--- config.mk ---
export PLATFORM = sky130hd
export DESIGN_NAME = brcf_top
export DESIGN_NICKNAME = d
export VERILOG_FILES = /design/src/shared/brcf_pkg.sv /design/src/design/brcf_sync.sv /design/src/design/brcf_phase.sv /design/src/design/brcf_top.sv
export SDC_FILE = /design/constraint.sdc
export NUM_CORES = 1
export LEC_CHECK = 0
export BUFFER_PORTS_ARGS = -buffer_cell sky130_fd_sc_hd__buf_2
export CORE_MARGIN = 3
export CORE_UTILIZATION = 30
export CTS_CLUSTER_DIAMETER = 120
export CTS_CLUSTER_SIZE = 28
export DETAILED_ROUTE_END_ITERATION = 7
export GPL_TIMING_DRIVEN = 1
export PLACE_DENSITY = 0.45
export SYNTH_ARGS = -nofsm -noshare
export SYNTH_HDL_FRONTEND = slang
export SYNTH_SLANG_ARGS = --single-unit
--- constraint.sdc ---
create_clock -name i_clk -period 3.3 [get_ports i_clk]
set_input_delay 0.165 -clock i_clk [delete_from_list [all_inputs] [get_ports i_clk]]
set_output_delay 0.165 -clock i_clk [all_outputs]
set_load 0.01 [all_outputs]
--- src/shared/brcf_pkg.sv ---
// Package: constants and types for the rectifier, limit and fault block
// Function
// - Low side on during commutation demag
// - Low side on when diode conducts
// - Async rectify: off near zero current
// - Limit active when measurement exceeds reference
// - Limit trip holds high side off
// - Recirculation select: brake or high-Z
// - Blank limit comparator after PWM rise
// - Internal clock re-enables at full duty
// - Refresh clock 20 or 40 kHz
// - Undervoltage: high-Z, logic off, flag latched
// - Pump undervoltage: fault, high-Z, flag latched
// - Overcurrent mode 00: latched shutdown
// - Serial error reported only when select 0
// - Trim error: latched high-Z until reset
// - Thermal shutdown: high-Z, auto resume
// - Overvoltage disabled: no action
// - Overcurrent mode 01: retry after time
// - Overcurrent mode 10: report only
// - Overcurrent mode 11: ignore
package brcf_pkg;
  localparam int unsigned CLK_HZ = 25000000;
  localparam int unsigned BLANK_NS = 1000;
  localparam int unsigned BLANK_CYC = (BLANK_NS * 25 + 999) / 1000;
  localparam int unsigned RETRY_US = 5000;
  localparam int unsigned RETRY_CYC = RETRY_US * (CLK_HZ / 1000000);
  localparam int unsigned REFRESH_20K_HZ = 20000;
  localparam int unsigned REFRESH_40K_HZ = 40000;
  localparam int unsigned REFRESH_20K_CYC = CLK_HZ / REFRESH_20K_HZ;
  localparam int unsigned REFRESH_40K_CYC = CLK_HZ / REFRESH_40K_HZ;
  localparam int unsigned CMUT_NS = 2000;
  localparam int unsigned CMUT_CYC = CMUT_NS * 25 / 1000;
  localparam logic [1:0] OCM_LATCH = 2'h0;
  localparam logic [1:0] OCM_RETRY = 2'h1;
  localparam logic [1:0] OCM_REPORT = 2'h2;
  localparam logic [1:0] OCM_OFF = 2'h3;
  localparam logic [5:0] FLAGS_RST = 6'h20;

  typedef struct packed {
    logic supply_uv;
    logic pump_uv;
    logic overcurrent;
    logic serial_err;
    logic trim_err;
    logic thermal;
    logic overvolt;
  } brcf_cond_t;

  typedef struct packed {
    logic power_on_reset_flag;
    logic pump_undervolt_flag;
    logic overcurrent_flag;
    logic serial_error_flag;
    logic thermal_shutdown_flag;
    logic overvolt_flag;
  } brcf_flags_t;

  typedef struct packed {
    logic [2:0] hs;
    logic [2:0] ls;
  } brcf_gate_t;
endpackage : brcf_pkg

--- src/design/brcf_sync.sv ---
// Two-flop synchroniser for a bus of pin levels
`timescale 1ns/10ps
`default_nettype none
module brcf_sync #(
  parameter int W = 1
) (
  // Clock and reset
  input wire logic i_clk,
  input wire logic i_rst_n,
  // Data
  input wire logic [W-1:0] i_d,
  output logic [W-1:0] o_q
);
  logic [W-1:0] meta_reg;
  logic [W-1:0] q_reg;

  always_ff @(posedge i_clk or negedge i_rst_n) begin
    if (!i_rst_n) begin
      meta_reg <= '0;
      q_reg <= '0;
    end else begin
      meta_reg <= i_d;
      q_reg <= meta_reg;
    end
  end
  assign o_q = q_reg;
endmodule : brcf_sync
`default_nettype wire

--- src/design/brcf_phase.sv ---
// One half-bridge leg: rectification gating for low side
`timescale 1ns/10ps
`default_nettype none
module brcf_phase (
  // Clock and reset
  input wire logic i_clk,
  input wire logic i_rst_n,
  // Commands and sensing
  input wire logic i_pwm_hs,
  input wire logic i_pwm_ls,
  input wire logic i_demag_en,
  input wire logic i_ls_diode,
  input wire logic i_near_zero,
  // Low side request
  output logic o_ls_on
);
  logic ls_prev_reg;
  logic ls_prev_next;
  logic [6:0] cmut_reg;
  logic [6:0] cmut_next;
  logic ls_on_next;

  always_comb begin
    ls_prev_next = i_pwm_ls;
    cmut_next = cmut_reg;
    ls_on_next = i_pwm_ls;
    if (i_demag_en && ls_prev_reg && !i_pwm_ls && !i_pwm_hs && i_ls_diode)
      cmut_next = 7'(brcf_pkg::CMUT_CYC);
    else if (cmut_reg != 7'h00)
      cmut_next = cmut_reg - 7'h01;
    if (i_demag_en && !i_pwm_hs) begin
      if (i_ls_diode || cmut_reg != 7'h00)
        ls_on_next = 1'b1;
      if (i_near_zero)
        ls_on_next = 1'b0;
    end
    if (i_pwm_hs)
      ls_on_next = 1'b0;
  end

  always_ff @(posedge i_clk or negedge i_rst_n) begin
    if (!i_rst_n) begin
      ls_prev_reg <= 1'b0;
      cmut_reg <= 7'h00;
    end else begin
      ls_prev_reg <= ls_prev_next;
      cmut_reg <= cmut_next;
    end
  end
  assign o_ls_on = ls_on_next;
endmodule : brcf_phase
`default_nettype wire

--- src/design/brcf_top.sv ---
// Top: rectification, cycle current limit and fault response
`timescale 1ns/10ps
`default_nettype none
module brcf_top #(
  parameter int unsigned RETRY_CYCLES = brcf_pkg::RETRY_CYC
) (
  // Clock and reset
  input wire logic i_clk,
  input wire logic i_rst_n,
  // PWM commands from controller (pins)
  input wire logic [2:0] i_pwm_hs,
  input wire logic [2:0] i_pwm_ls,
  input wire logic i_sleep_n_pin,
  // Analog comparators (pins)
  input wire logic [2:0] i_ls_diode,
  input wire logic [2:0] i_near_zero,
  input wire logic i_limit_over_ref,
  input wire brcf_pkg::brcf_cond_t i_cond,
  // Configuration
  input wire logic i_sync_rectify_enable,
  input wire logic i_async_rectify_enable,
  input wire logic i_limit_recirculation_select,
  input wire logic i_refresh_40k_sel,
  input wire logic i_pin_variant,
  input wire logic [1:0] i_overcurrent_response_mode,
  input wire logic i_serial_error_report_sel,
  input wire logic i_overvolt_protect_enable,
  input wire logic i_clear_faults_cmd,
  // Gates and status
  output brcf_pkg::brcf_gate_t o_gate,
  output brcf_pkg::brcf_flags_t o_flags,
  output logic o_fault_out_n_o,
  output logic o_fault_out_n_oe,
  output logic o_limit_active,
  output logic o_logic_enable
);
  // ==========================================================
  // Pin synchronisation
  localparam int SW = 3 + 3 + 1 + 3 + 3 + 1 + 7;
  logic [SW-1:0] raw_pins;
  logic [SW-1:0] syn_pins;
  logic [2:0] pwm_hs_s;
  logic [2:0] pwm_ls_s;
  logic sleep_n_s;
  logic sleep_s;
  logic [2:0] diode_s;
  logic [2:0] zero_s;
  logic lim_s;
  brcf_pkg::brcf_cond_t cond_s;

  // Sleep pin inverted so the flops' reset value reads as awake,
  // otherwise release of reset looks like a sleep pulse
  assign raw_pins = {i_pwm_hs, i_pwm_ls, ~i_sleep_n_pin, i_ls_diode,
                     i_near_zero, i_limit_over_ref, i_cond};
  brcf_sync #(.W(SW)) u_sync (
    .i_clk(i_clk),
    .i_rst_n(i_rst_n),
    .i_d(raw_pins),
    .o_q(syn_pins)
  );
  assign {pwm_hs_s, pwm_ls_s, sleep_s, diode_s, zero_s, lim_s,
          cond_s} = syn_pins;
  assign sleep_n_s = ~sleep_s;

  // ==========================================================
  // Rectification per phase
  logic demag_en;
  logic [2:0] rect_ls;

  assign demag_en = i_sync_rectify_enable & i_async_rectify_enable;

  genvar g;
  generate
    for (g = 0; g < 3; g++) begin : g_phase
      brcf_phase u_phase (
        .i_clk(i_clk),
        .i_rst_n(i_rst_n),
        .i_pwm_hs(pwm_hs_s[g]),
        .i_pwm_ls(pwm_ls_s[g]),
        .i_demag_en(demag_en),
        .i_ls_diode(diode_s[g]),
        .i_near_zero(zero_s[g]),
        .o_ls_on(rect_ls[g])
      );
    end
  endgenerate

  // ==========================================================
  // Cycle-by-cycle current limit
  logic any_pwm;
  logic pwm_prev_reg;
  logic pwm_prev_next;
  logic [5:0] blank_reg;
  logic [5:0] blank_next;
  logic [10:0] refresh_reg;
  logic [10:0] refresh_next;
  logic lim_reg;
  logic lim_next;
  logic pwm_rise;
  logic refresh_tick;
  logic [10:0] refresh_top;

  assign any_pwm = |pwm_hs_s;
  assign pwm_rise = any_pwm & ~pwm_prev_reg;
  // pin variant fixed at 20 kHz
  assign refresh_top = (i_refresh_40k_sel && !i_pin_variant) ?
                       11'(brcf_pkg::REFRESH_40K_CYC - 1) :
                       11'(brcf_pkg::REFRESH_20K_CYC - 1);
  // At or past top, so a lower top after a rate change wraps at once
  assign refresh_tick = (refresh_reg >= refresh_top);

  always_comb begin
    pwm_prev_next = any_pwm;
    blank_next = blank_reg;
    refresh_next = refresh_tick ? 11'h000 : refresh_reg + 11'h001;
    lim_next = lim_reg;
    if (pwm_rise)
      blank_next = 6'(brcf_pkg::BLANK_CYC);
    else if (blank_reg != 6'h00)
      blank_next = blank_reg - 6'h01;
    if (pwm_rise)
      lim_next = 1'b0;
    else if (refresh_tick && any_pwm)
      lim_next = 1'b0;
    if (lim_s && blank_reg == 6'h00 && !pwm_rise)
      lim_next = 1'b1;
  end

  always_ff @(posedge i_clk or negedge i_rst_n) begin
    if (!i_rst_n) begin
      pwm_prev_reg <= 1'b0;
      blank_reg <= 6'h00;
      refresh_reg <= 11'h000;
      lim_reg <= 1'b0;
    end else begin
      pwm_prev_reg <= pwm_prev_next;
      blank_reg <= blank_next;
      refresh_reg <= refresh_next;
      lim_reg <= lim_next;
    end
  end

  // ==========================================================
  // Fault response
  typedef enum logic [2:0] {
    BRCF_RUN = 3'b001,
    BRCF_OC_LATCH = 3'b010,
    BRCF_OC_RETRY = 3'b100
  } brcf_ocst_t;

  brcf_ocst_t oc_reg;
  brcf_ocst_t oc_next;
  logic [31:0] retry_reg;
  logic [31:0] retry_next;
  brcf_pkg::brcf_flags_t flags_reg;
  brcf_pkg::brcf_flags_t flags_next;
  logic trim_reg;
  logic trim_next;
  logic sleep_prev_reg;
  logic sleep_pulse;
  logic clr;
  logic oc_ev;
  logic oc_report;
  logic hiz;
  logic fault_req;

  // Sleep reset pulse acts as a clear; trim only clears here
  assign sleep_pulse = sleep_n_s & ~sleep_prev_reg;
  assign clr = i_clear_faults_cmd | sleep_pulse;
  assign oc_ev = cond_s.overcurrent &&
                 i_overcurrent_response_mode != brcf_pkg::OCM_OFF;

  always_comb begin
    oc_next = oc_reg;
    retry_next = retry_reg;
    flags_next = flags_reg;
    trim_next = trim_reg;
    case (oc_reg)
      BRCF_RUN: begin
        if (oc_ev && i_overcurrent_response_mode == brcf_pkg::OCM_LATCH)
          oc_next = BRCF_OC_LATCH;
        else if (oc_ev &&
                 i_overcurrent_response_mode == brcf_pkg::OCM_RETRY) begin
          oc_next = BRCF_OC_RETRY;
          retry_next = RETRY_CYCLES;
        end
      end
      BRCF_OC_LATCH: begin
        if (clr && !cond_s.overcurrent)
          oc_next = BRCF_RUN;
      end
      BRCF_OC_RETRY: begin
        if (retry_reg <= 32'h1)
          oc_next = BRCF_RUN;
        else
          retry_next = retry_reg - 32'h1;
      end
      default: oc_next = BRCF_RUN;
    endcase
    if (clr) begin
      if (!cond_s.supply_uv)
        flags_next.power_on_reset_flag = 1'b0;
      if (!cond_s.pump_uv)
        flags_next.pump_undervolt_flag = 1'b0;
      if (!cond_s.overcurrent)
        flags_next.overcurrent_flag = 1'b0;
      if (!cond_s.serial_err)
        flags_next.serial_error_flag = 1'b0;
      if (!cond_s.thermal)
        flags_next.thermal_shutdown_flag = 1'b0;
      if (!cond_s.overvolt)
        flags_next.overvolt_flag = 1'b0;
    end
    if (sleep_pulse && !cond_s.trim_err)
      trim_next = 1'b0;
    // Sets placed after clears so a same-cycle event wins
    // supply undervoltage flag
    if (cond_s.supply_uv)
      flags_next.power_on_reset_flag = 1'b1;
    if (cond_s.pump_uv)
      flags_next.pump_undervolt_flag = 1'b1;
    if (oc_ev)
      flags_next.overcurrent_flag = 1'b1;
    if (cond_s.serial_err)
      flags_next.serial_error_flag = 1'b1;
    if (cond_s.thermal)
      flags_next.thermal_shutdown_flag = 1'b1;
    if (cond_s.overvolt && i_overvolt_protect_enable)
      flags_next.overvolt_flag = 1'b1;
    if (cond_s.trim_err)
      trim_next = 1'b1;
  end

  always_ff @(posedge i_clk or negedge i_rst_n) begin
    if (!i_rst_n) begin
      oc_reg <= BRCF_RUN;
      retry_reg <= 32'h0;
      flags_reg <= brcf_pkg::FLAGS_RST;
      trim_reg <= 1'b0;
      sleep_prev_reg <= 1'b1;
    end else begin
      oc_reg <= oc_next;
      retry_reg <= retry_next;
      flags_reg <= flags_next;
      trim_reg <= trim_next;
      sleep_prev_reg <= sleep_n_s;
    end
  end

  assign oc_report = flags_reg.overcurrent_flag &&
                     i_overcurrent_response_mode == brcf_pkg::OCM_REPORT;
  assign hiz = cond_s.supply_uv || cond_s.pump_uv || trim_reg ||
               cond_s.thermal || oc_reg != BRCF_RUN ||
               (cond_s.overvolt && i_overvolt_protect_enable);
  // OR of all sources except supply undervoltage; serial select
  assign fault_req = cond_s.pump_uv || trim_reg || cond_s.thermal ||
                     oc_reg != BRCF_RUN || oc_report ||
                     (cond_s.overvolt && i_overvolt_protect_enable) ||
                     (flags_reg.serial_error_flag &&
                      !i_serial_error_report_sel);

  // ==========================================================
  // Output registers
  brcf_pkg::brcf_gate_t gate_reg;
  brcf_pkg::brcf_gate_t gate_next;
  logic fault_oe_reg;
  logic logic_en_reg;

  always_comb begin
    gate_next.hs = pwm_hs_s;
    gate_next.ls = rect_ls;
    if (lim_reg) begin
      gate_next.hs = 3'h0;
      gate_next.ls = i_limit_recirculation_select ? 3'h0 : 3'h7;
    end
    if (hiz) begin
      gate_next.hs = 3'h0;
      gate_next.ls = 3'h0;
    end
  end

  always_ff @(posedge i_clk or negedge i_rst_n) begin
    if (!i_rst_n) begin
      gate_reg <= '0;
      fault_oe_reg <= 1'b0;
      logic_en_reg <= 1'b0;
    end else begin
      gate_reg <= gate_next;
      fault_oe_reg <= fault_req;
      logic_en_reg <= !cond_s.supply_uv;
    end
  end

  assign o_gate = gate_reg;
  assign o_flags = flags_reg;
  assign o_fault_out_n_o = 1'b0;
  assign o_fault_out_n_oe = fault_oe_reg;
  assign o_limit_active = lim_reg;
  assign o_logic_enable = logic_en_reg;

  // ==========================================================
  // Checks
  a_blank_no_trip: assert property (@(posedge i_clk) disable iff (!i_rst_n)
    pwm_rise |=> !lim_reg [*2])
    else $error("limit tripped during blanking");
  a_hiz_gates: assert property (@(posedge i_clk) disable iff (!i_rst_n)
    hiz |=> gate_reg == '0)
    else $error("gates on during high-Z");
  a_limit_hs_off: assert property (@(posedge i_clk) disable iff (!i_rst_n)
    lim_reg |=> gate_reg.hs == 3'h0)
    else $error("high side on during limit");
  a_brake_mode: assert property (@(posedge i_clk) disable iff (!i_rst_n)
    lim_reg && !hiz && !i_limit_recirculation_select |=>
    gate_reg.ls == 3'h7)
    else $error("brake mode not applied");
  a_oc_latch: assert property (@(posedge i_clk) disable iff (!i_rst_n)
    oc_ev && i_overcurrent_response_mode == brcf_pkg::OCM_LATCH |=>
    oc_reg == BRCF_OC_LATCH || $past(oc_reg) != BRCF_RUN)
    else $error("latched shutdown missed");
  a_fault_pin: assert property (@(posedge i_clk) disable iff (!i_rst_n)
    fault_req |=> o_fault_out_n_oe)
    else $error("fault line not driven");
  a_ov_ignore: assert property (@(posedge i_clk) disable iff (!i_rst_n)
    !i_overvolt_protect_enable && !flags_reg.overvolt_flag |=>
    !flags_reg.overvolt_flag)
    else $error("overvoltage recorded while disabled");
  a_oc_ignore: assert property (@(posedge i_clk) disable iff (!i_rst_n)
    i_overcurrent_response_mode == brcf_pkg::OCM_OFF && oc_reg == BRCF_RUN
    |=> oc_reg == BRCF_RUN)
    else $error("overcurrent acted in off mode");
  a_clear_flag: assert property (@(posedge i_clk) disable iff (!i_rst_n)
    i_clear_faults_cmd && !cond_s.pump_uv |=>
    !flags_reg.pump_undervolt_flag)
    else $error("pump flag not cleared");
  c_limit_trip: cover property (@(posedge i_clk) disable iff (!i_rst_n)
    !lim_reg ##1 lim_reg);
  c_retry: cover property (@(posedge i_clk) disable iff (!i_rst_n)
    oc_reg == BRCF_OC_RETRY ##1 oc_reg == BRCF_RUN);
  c_refresh: cover property (@(posedge i_clk) disable iff (!i_rst_n)
    lim_reg && refresh_tick && any_pwm);
endmodule : brcf_top
`default_nettype wire

==> results of run 1 <==
worst min path at each step:
stage | to | slack, ns
after floorplan | blank_reg[0]$_DFFE_PN0P_ | -0.13
after global placement | g_phase[1].u_phase.cmut_reg[6]$_DFFE_PN0P_ | 0.23
after detailed placement | g_phase[1].u_phase.cmut_reg[6]$_DFFE_PN0P_ | 0.24
after CTS | oc_reg[1]$_DFFE_PN0P_ | 0.006
after global routing | oc_reg[1]$_DFFE_PN0P_ | 0.03
final | o_flags[0]$_DFFE_PN0P_ | 0.02
placed cells by master, fill, tap and decap left out, types with 13 or more instances in the layout:
master | synthesis | final
a21oi_1 | 22 | 22
buf_2 | 3 | 46
clkbuf_16 | 0 | 17
dfrtp_1 | 133 | 133
dlygate4sd3_1 | 0 | 24
ha_1 | 15 | 15
inv_1 | 24 | 24
nand2_1 | 35 | 35
nand3_1 | 20 | 20
nor2_1 | 43 | 43
nor3_1 | 25 | 25
nor4_1 | 14 | 13
o21ai_0 | 14 | 14
or4_1 | 14 | 14
xnor2_1 | 16 | 16
worst register-to-register path: stages (launching register included):
cell	delay, ns
dfrtp_1	0.42
or4_1	0.69
or4_1	0.71
or3_1	0.38
or3_1	0.31
a21oi_1	0.15
metal layers:
metal  track usage [%]  part of all wire, %
met5                 0                    0
met4              4.13                  1.3
met3              4.03                  3.8
met2              19.8                   46
met1              16.8                   49
synth_stat cells (all sizes together) (4+ instances only):
library cell,count
a211o,4
a21o,6
a21oi,23
and2,5
buf,4
clkbuf,12
dfrtp,133
ha,15
inv,25
mux2i,5
nand2,35
nand2b,5
nand3,20
nand4,4
nor2,43
nor3,25
nor4,15
o211a,5
o211ai,7
o21ai,16
o311ai,7
o31ai,8
or3,10
or3b,4
or4,18
xnor2,16
xor2,10
where the power goes:
part | leakage [nW] | total [mW] | switching [mW] | internal, mW
Sequential | 1.65 | 2.20 | 0.248 | 1.95
Combinational | 1.22 | 0.904 | 0.469 | 0.434
Clock | 0.280 | 1.83 | 0.701 | 1.13
area by class of cell:
type / instances / area [µm²]
clock buffers: 20 / 447
clock inverters: 12 / 126
fillers: 1922 / 11700
inverters: 25 / 93.8
multi-input cells: 348 / 2260
flip-flops and latches: 136 / 3410
well taps: 260 / 325
repair buffers: 79 / 542
cells by family after synthesis:
| logic type | share of synthesized area (%) |
|---|---|
| AO/OA/AOI/OAI | 10.9 |
| XOR/XNOR | 3.91 |
| adder cells (fa/ha/maj) | 3.22 |
| buffers and inverters | 2.77 |
| flip-flops | 58.5 |
| multiplexers | 1.44 |
| other | 0.0644 |
| AND/OR/NAND/NOR | 19.2 |
metrics by stage:
stage	instance area, µm²	power, mW	hold slack [ns]	setup WS [ns]	std cells
global route	7200	5.30	0.0324	0.408	880
detailed placement	6390	3.12	0.243	0.575	824
global placement	6390	3.08	0.232	0.622	824
finish	7200	4.93	0.0180	0.548	880
floorplan	5820	2.85	-0.131	0.831	525
CTS	7200	5.02	0.00554	0.556	880
==> results.md, run 1 <==
* Cts hold-fix bufs at 24
* Worst-skew pair later-pin latency at 0.41 ns
* Layout area overhead at 23.7%
* DR iter-0 viols at about 150
* CTS sink cnt at around 140
* Critical Path Sink Type: flip-flop
* Mapped Cells at roughly 530
* Clock Path Buffers at 2
* First-pass GRT wire length at approximately 22 mm
* Slew HR at between 30% and 40%
* Largest register FFs at 32
* WL/cell at 14.1 µm
* Final setup violation count at 0
* Routed vias/inst at between 4 and 5
* H-tree depth at 4
* Slew Viols, Final at 0
* Share of layout cells above drive strength 1 at roughly 16%
* Status: complete, no violations
* Core area at 18900 µm²
* Final min period at roughly 2.8 ns
* Synthesized Nets at 573
* FP Rows at 50
* # nets final at 655
* Synth area leaders: dfrtp_1 57%, ha_1 3.2%, nor2_1 2.8%
* Slew @ Worst Pin at 0.914 ns
* TNS Setup at 0 ns
* RR Startpoint: retry_reg[6]$_DFFE_PN0P_
* Max Cap Viol at 0
* Setup Crit Path Kind: flip-flop to flip-flop
* CP endpoint: retry_reg[30]$_DFFE_PN0P_
* CP peak stage delay at 0.71 ns
* Clock transition at path regs at around 0.060 ns
* Worst min-delay path category: input pin to flip-flop
* Pwr/cell area at roughly 690 nW/µm²
* Post-cts gate resize count at 0
* WP depth at 5
* # Post-CTS Setup Buffers at 0
* Die ar. at approximately 21000 µm²
* Port Buffers at 47
* Crit-path slowest cell: or4_1
* Mean Syn Cell Area at approximately 11 µm²
* Yosys warnings at 0
* Fmax at 363 MHz
* Fin. Hold Viols at 0
* EDFF count, synth at 0
* Yosys reg bits at between 100 and 150
* Dpl hpwl at roughly 8.5 mm
* Routed wire length at about 12 mm
* Post-synth top area cell: dfrtp_1
* Worst R2R Setup Slack at 0.55 ns
* Reg2reg end: retry_reg[30]$_DFFE_PN0P_
* Synthesized cell area at roughly 5800 µm²
* Worst clock skew at 0.00969 ns
* RePlAce Congestion at between 0.7 and 0.8
* DRT Pass-1 Iters at 4
* Cell family with most CP delay: simple AND/OR/NAND/NOR gates
* Post-synth ARST share at 100%
* Data arrival, critical path at a little over 3 ns
* Initial Util at between 30% and 40%
* Sequential area share after synthesis at a little under 60%
* Share of the synthesized area in the top cell type at between 50 and 60%
* Crit start category: flip-flop
* Vias in the first global route at around 4500
* TritonCTS clock tree: yes
* Hold Startpoint: i_overvolt_protect_enable
* Antenna viol nets, final at 0
* Die Ht at around 150 µm
* CP Data Required Time at around 3.6 ns
* DR vias at approximately 4200
* Total gr overflow at 0
* CP Max Fanout at 10
* Worst R2R Path Depth at 5
* Num CTS Buffers at 17
* Die outline width at between 100 and 150 µm
* N_diodes at 0
* Leak at between 3 and 4 nW
* Peak VDD IR at around 0.00043 V
* Root Buffer: clkbuf_16
* Util after Layout at between 30% and 40%
* Drt drc at 0
* Worst Hold Path Cells at 3
* Main synth FF type: dfrtp_1
* All-Layer GR Usage at between 10% and 20%
* Critical Path, Cell by Cell: or4_1 -> or4_1 -> or3_1 -> or3_1 -> a21oi_1
* Unrepaired setup endpoints after global routing: false
* Final worst-path cycle share at a little over four fifths
* Post-synth cell types at 60
* Worst path bufs/invs at 0
* CP Launch Point: retry_reg[6]$_DFFE_PN0P_
* Number of I/O pins at 49
* Pin count of the biggest net entering global routing at 73
* Initial antenna violation count at 0
Power figures use the tool's default switching activity.
==> run 2: changes to the inputs <==
- PLACE_DENSITY: 0.45 -> 0.46
- clock period: 3.3 -> 2.5 ns (I/O delays scaled with it)
==> results.md, run 2 (synthesized netlist as in run 1, its figures left out) <==
* # Post-CTS Setup Buffers at 0
* First-pass GRT wire length at about 22 mm
* CP Launch Point: retry_reg[6]$_DFFE_PN0P_
* Pwr/cell area at approximately 890 nW/µm²
* Layout Cells excl Fill at approximately 910
* TNS Setup at 0 ns
* Number of I/O pins at 49
* Worst slack, placed at ~0.051 ns
* Leak at 3.28 nW
* Final setup violation count at 0
* Worst R2R Path Depth at 5
* Commonest non-fill, non-tap cell in the layout: dfrtp_1
* Pin count of the biggest net entering global routing at 59
* CP peak stage delay at 0.60 ns
* Critical Path Sink Type: flip-flop
* Multi-input gate area at 2290 µm²
* Leading cell types in the layout, fill and taps excluded: 132 x dfrtp_1, 46 x buf_2, 43 x nor2_1, 35 x nand2_1, 30 x buf_4
* Core area at 18900 µm²
* WP depth at 5
* CP Max Fanout at 6
* Die outline width at 145 µm
* Slew HR at 48.6%
* Num CTS Buffers at 17
* Hold Startpoint: i_serial_error_report_sel
* Status: complete, no violations
* Worst Hold Path Cells at 3
* Initial Util at approximately 31%
* Drt drc at 0
* Final worst-path cycle share at between 90% and 100%
* Worst path bufs/invs at 0
* Initial antenna violation count at 0
* FP Rows at 50
* Crit start category: flip-flop
* Layout area overhead at 28.2%
* H-tree depth at 4
* Root Buffer: clkbuf_16
* Clock transition at path regs at approximately 0.060 ns
* Clock Path Buffers at 2
* Final min period at 2.44 ns
* Share of layout cells above drive strength 1 at between 20% and 30%
* RR Startpoint: retry_reg[6]$_DFFE_PN0P_
* All-Layer GR Usage at between 10% and 20%
* Max Cap Viol at 0
* Vias in the first global route at between 4000 and 5000
* Most used cell, CP: or3_1
* Peak VDD IR at a little under 0.0005 V
* N_diodes at 0
* Dpl hpwl at about 9.0 mm
* Crit-path slowest cell: or4_1
* Slew @ Worst Pin at 0.765 ns
* Routed vias/inst at roughly 4.8
* Placed cells at ~850
* Cell family with most CP delay: simple AND/OR/NAND/NOR gates
* Worst clock skew at just under 0.01 ns
* Largest register FFs at 32
* DRT Pass-1 Iters at 4
* Fin. Hold Viols at 0
* Register area at approximately 3400 µm²
* Fmax at between 400 and 500 MHz
* Die ar. at 21100 µm²
* Port Buffers at 47
* WL/cell at about 14 µm
* Worst-skew pair later-pin latency at 0.42 ns
* Critical Path, Cell by Cell: or4_1 -> or4_4 -> or3_1 -> or3_1 -> a21oi_1
* Antenna viol nets, final at 0
* Data arrival, critical path at 2.77 ns
* TritonCTS clock tree: yes
* CTS sink cnt at 136
* Hold Slack at ~0.035 ns
* Die Ht at 145 µm
* CP Data Required Time at 2.83 ns
* Total gr overflow at 0
* Setup Crit Path Kind: flip-flop to flip-flop
* RePlAce Congestion at slightly below 0.8
* DR iter-0 viols at ~240
* # nets final at 680
* Post-layout worst setup margin at around 0.062 ns
* Worst min-delay path category: input pin to flip-flop
* Routed wire length at roughly 13 mm
* Fillcell total at approximately 1900
* Slew Viols, Final at 0
* DR vias at 4308
run 2: changes by cell type in the layout (fill, tap and decap cells not counted), moves of 2 or more:
cell | before | now
buf_4 | 8 | 30
dlygate4sd3_1 | 24 | 26
nor4_2 | 2 | 4
or4_4 | 2 | 4
nor4_1 | 13 | 11
clkinv_2 | 5 | 2
clkbuf_8 | 1 | 3
or4_1 | 14 | 12
run 2: worst paths after layout:
path                            slack (ns)                                          to
worst max-delay path                  0.06                   retry_reg[30]$_DFFE_PN0P_
worst min-delay path                  0.04                  o_fault_out_n_oe$_DFF_PN0_
worst max register to register        0.06                   retry_reg[30]$_DFFE_PN0P_
worst min register to register        0.34                    u_sync.o_q[16]$_DFF_PN0_
max in group asynchronous             1.48                      o_flags[5]$_DFFE_PN1P_
min in group asynchronous             0.24  g_phase[1].u_phase.cmut_reg[6]$_DFFE_PN0P_
run 2: power by group:
group | switching (mW) | internal, mW | total, mW
clock | 0.931 | 1.55 | 2.48
sequential | 0.331 | 2.58 | 2.91
combinational | 0.637 | 0.616 | 1.25
total | 1.90 | 4.74 | 6.64
run 2: layout make-up:
| type | count | area share [%] |
|---|---|---|
| clock buffer | 22 | 6.36 |
| clock inverter | 10 | 1.59 |
| inverter | 25 | 1.29 |
| multi-input combinational | 348 | 30.7 |
| sequential | 136 | 45.7 |
| tap | 260 | 4.36 |
| timing repair buffer | 104 | 10.0 |
run 2: routing by layer:
| layer | wire length [µm] | vias up | GRT usage (%) | part of all wire, % |
|---|---|---|---|---|
| li1 | - | 2113 | - | - |
| met3 | 430 | 7 | 3.28 | 3.3 |
| met2 | 6110 | 59 | 20.1 | 47 |
| met1 | 6260 | 2129 | 17.2 | 48 |
| met5 | 0 | - | 0 | 0 |
| met4 | 118 | 0 | 4.27 | 0.91 |
run 2: worst reg2reg max path, delay by kind of cell, from the launching register on:
family,cells,cell delay (ns)
simple gates,4,1.78
compound gates,1,0.15
flops,1,0.44
run 2: timing repair:
action / 4_1_cts / 5_1_grt
setup endpoints to repair: 0 / 11
hold buffers: 26 / 0
gates resized for setup: 0 / 10
endpoints found under the hold margin: 81 / 0
run 2: metrics by stage:
stage                     utilization [%]  total power [mW]  area, µm²
after detailed placement             34.8              4.18       6570
after global routing                 39.5              7.09       7460
final                                39.5              6.64       7460
after global placement               34.8              4.11       6570
after floorplan                         -              3.77       5820
after CTS                            39.3              6.75       7420
==> run 3: changes to the inputs <==
- PLACE_DENSITY: 0.46 -> default
- PLACE_DENSITY_LB_ADDON: default -> 0.05
==> results.md, run 3 (synthesized netlist as in run 1, its figures left out) <==
* Status: complete, no violations
* Number of I/O pins at between 40 and 50
* DR iter-0 viols at 238
* Clock transition at path regs at ~0.060 ns
* Slew HR at 58.1%
* WL/cell at ~14 µm
* Sw power at between 1.5 and 2 mW
* Critical Path, Cell by Cell: inv_2 -> ha_4 -> or3b_4 -> or4_4 -> or3_4 -> or3_4 -> a21oi_2
* Slew @ Worst Pin at between 0.6 and 0.7 ns
* Comb power frac at between 15 and 20%
* N_diodes at 0
* Leak at between 3 and 4 nW
* RePlAce Congestion at between 0.7 and 0.8
* # nets final at 683
* Crit-path slowest cell: or4_4
* Hold Slack at ~0.038 ns
* Die ar. at between 20000 and 25000 µm²
* Commonest non-fill, non-tap cell in the layout: dfrtp_1
* Core area at between 15000 and 20000 µm²
* Post-layout worst setup margin at 0.0692 ns
* Setup Crit Path Kind: flip-flop to flip-flop
* Layout area overhead at 28.4%
* TNS Setup at 0 ns
* Layout Cells excl Fill at roughly 910
* Worst-skew pair later-pin latency at between 0.4 and 0.5 ns
* Register area at roughly 3400 µm²
* CP Max Fanout at 4
* Total gr overflow at 0
* Die outline width at ~150 µm
* CP Data Required Time at 2.84 ns
* Switching part of the total at between 20 and 30%
* Unrepaired setup endpoints after global routing: false
* Vias in the first global route at between 4000 and 5000
* DR vias at 4333
* All-Layer GR Usage at around 13%
* Initial Util at between 30% and 40%
* Most used cell, CP: or3_4
* Worst clock skew at 0.00765 ns
* Worst slack, placed at roughly 0.043 ns
* Data arrival, critical path at between 2 and 3 ns
* Slew Viols, Final at 0
* Critical Path Sink Type: flip-flop
* Total power at roughly 6.6 mW
* Share of layout cells above drive strength 1 at about 21%
* Largest register FFs at 32
* FP Rows at 50
* CP peak stage delay at between 0.5 and 0.6 ns
* Placed cells at 847
* Initial antenna violation count at 0
* Dpl hpwl at ~8.9 mm
* Port Buffers at 47
* Clock Path Buffers at 2
* Num CTS Buffers at 17
* Worst min-delay path category: input pin to flip-flop
* Pint at 4.70 mW
* Peak VDD IR at around 0.00045 V
* Final worst-path cycle share at 97.2%
* H-tree depth at 4
* Part of the power in registers at between 40 and 50%
* Root Buffer: clkbuf_16
* Clock power frac at a little under two fifths
* Routed wire length at ~13 mm
* Pwr/cell area at 888 nW/µm²
* TritonCTS clock tree: yes
* CTS sink cnt at 136
* Die Ht at 145 µm
* Fin. Hold Viols at 0
* First-pass GRT wire length at approximately 22 mm
* Final setup violation count at 0
* Drt drc at 0
* Fillcell total at about 1900
* Pin count of the biggest net entering global routing at between 50 and 60
* Crit start category: flip-flop
* Final min period at 2.43 ns
* Antenna viol nets, final at 0
* Leading cell types in the layout, fill and taps excluded: 133 x dfrtp_1, 46 x buf_2, 43 x nor2_1, 35 x nand2_1, 33 x buf_4
* Routed vias/inst at 4.77
* Multi-input gate area at between 2000 and 2500 µm²
* Max Cap Viol at 0
* DRT Pass-1 Iters at 6
* Fmax at approximately 410 MHz
-- run 3: changes by cell type in the layout (fill, tap and decap cells not counted), moves of 2 or more --
cell,before,now
or3_4,0,2
clkinv_2,2,6
inv_1,24,22
or3_1,10,8
clkbuf_8,3,1
buf_4,30,33
inv_2,0,3
-- run 3: what timing repair did --
item | 4_1_cts | 5_1_grt
hold endpoints to repair | 79 | 0
setup buffers | 0 | 3
setup endpoints to repair | 0 | 5
gates resized for setup | 0 | 11
hold buffers | 26 | 0
-- run 3: area by class of cell --
class                   count  area share [%]
well taps                 260            4.35
repair buffers            107            10.3
clock buffers              19            5.93
flip-flops and latches    136            45.6
multi-input cells         348            30.8
inverters                  25            1.26
clock inverters            13            1.74
-- run 3: path summary, 6_finish.rpt --
| path | from | to | slack [ns] | depth (start not counted) |
|---|---|---|---|---|
| setup reg to reg | retry_reg[1]$_DFFE_PN0P_ | retry_reg[30]$_DFFE_PN0P_ | 0.07 | 7 |
| hold / removal | i_serial_error_report_sel | o_fault_out_n_oe$_DFF_PN0_ | 0.04 | 3 |
| max in group asynchronous | i_rst_n | blank_reg[5]$_DFFE_PN0P_ | 1.51 | 3 |
| setup / recovery | retry_reg[1]$_DFFE_PN0P_ | retry_reg[30]$_DFFE_PN0P_ | 0.07 | 7 |
| hold reg to reg | u_sync.meta_reg[10]$_DFF_PN0_ | u_sync.o_q[10]$_DFF_PN0_ | 0.35 | 0 |
| min in group asynchronous | i_rst_n | g_phase[0].u_phase.cmut_reg[5]$_DFFE_PN0P_ | 0.24 | 2 |
-- run 3: per-layer routing --
layer / GRT usage, % / part of all wire (%) / vias up
met1: 17.8 / 49 / 2145
met4: 3.51 / 1.2 / 0
met2: 19.9 / 46 / 68
li1: - / - / 2108
met3: 4.06 / 4.1 / 12
met5: 0 / 0 / -
-- run 3: critical path, delay by kind of cell, from the launching register on --
family          cells  cell delay (ns)
buf+inv             1             0.09
compound gates      1             0.12
flops               1             0.40
simple gates        4             1.61
fa+ha+maj           1             0.12
-- run 3: metrics by stage --
step / util, % / cell area [µm²]
final: 39.6 / 7470
after floorplan: - / 5820
after CTS: 39.2 / 7400
after detailed placement: 34.8 / 6570
after global placement: 34.8 / 6570
after global routing: 39.6 / 7470
-- run 3: power groups by stage --
| stage | Combinational, mW | Sequential [mW] | Clock, mW |
|---|---|---|---|
| 2_1_floorplan | 0.903 | 2.86 | 0 |
| 3_3_place_gp | 1.20 | 2.93 | 0 |
| 3_5_place_dp | 1.24 | 2.93 | 0 |
| 4_1_cts | 1.27 | 2.91 | 2.53 |
| 5_1_grt | 1.49 | 2.97 | 2.63 |
| 6_report | 1.29 | 2.90 | 2.44 |
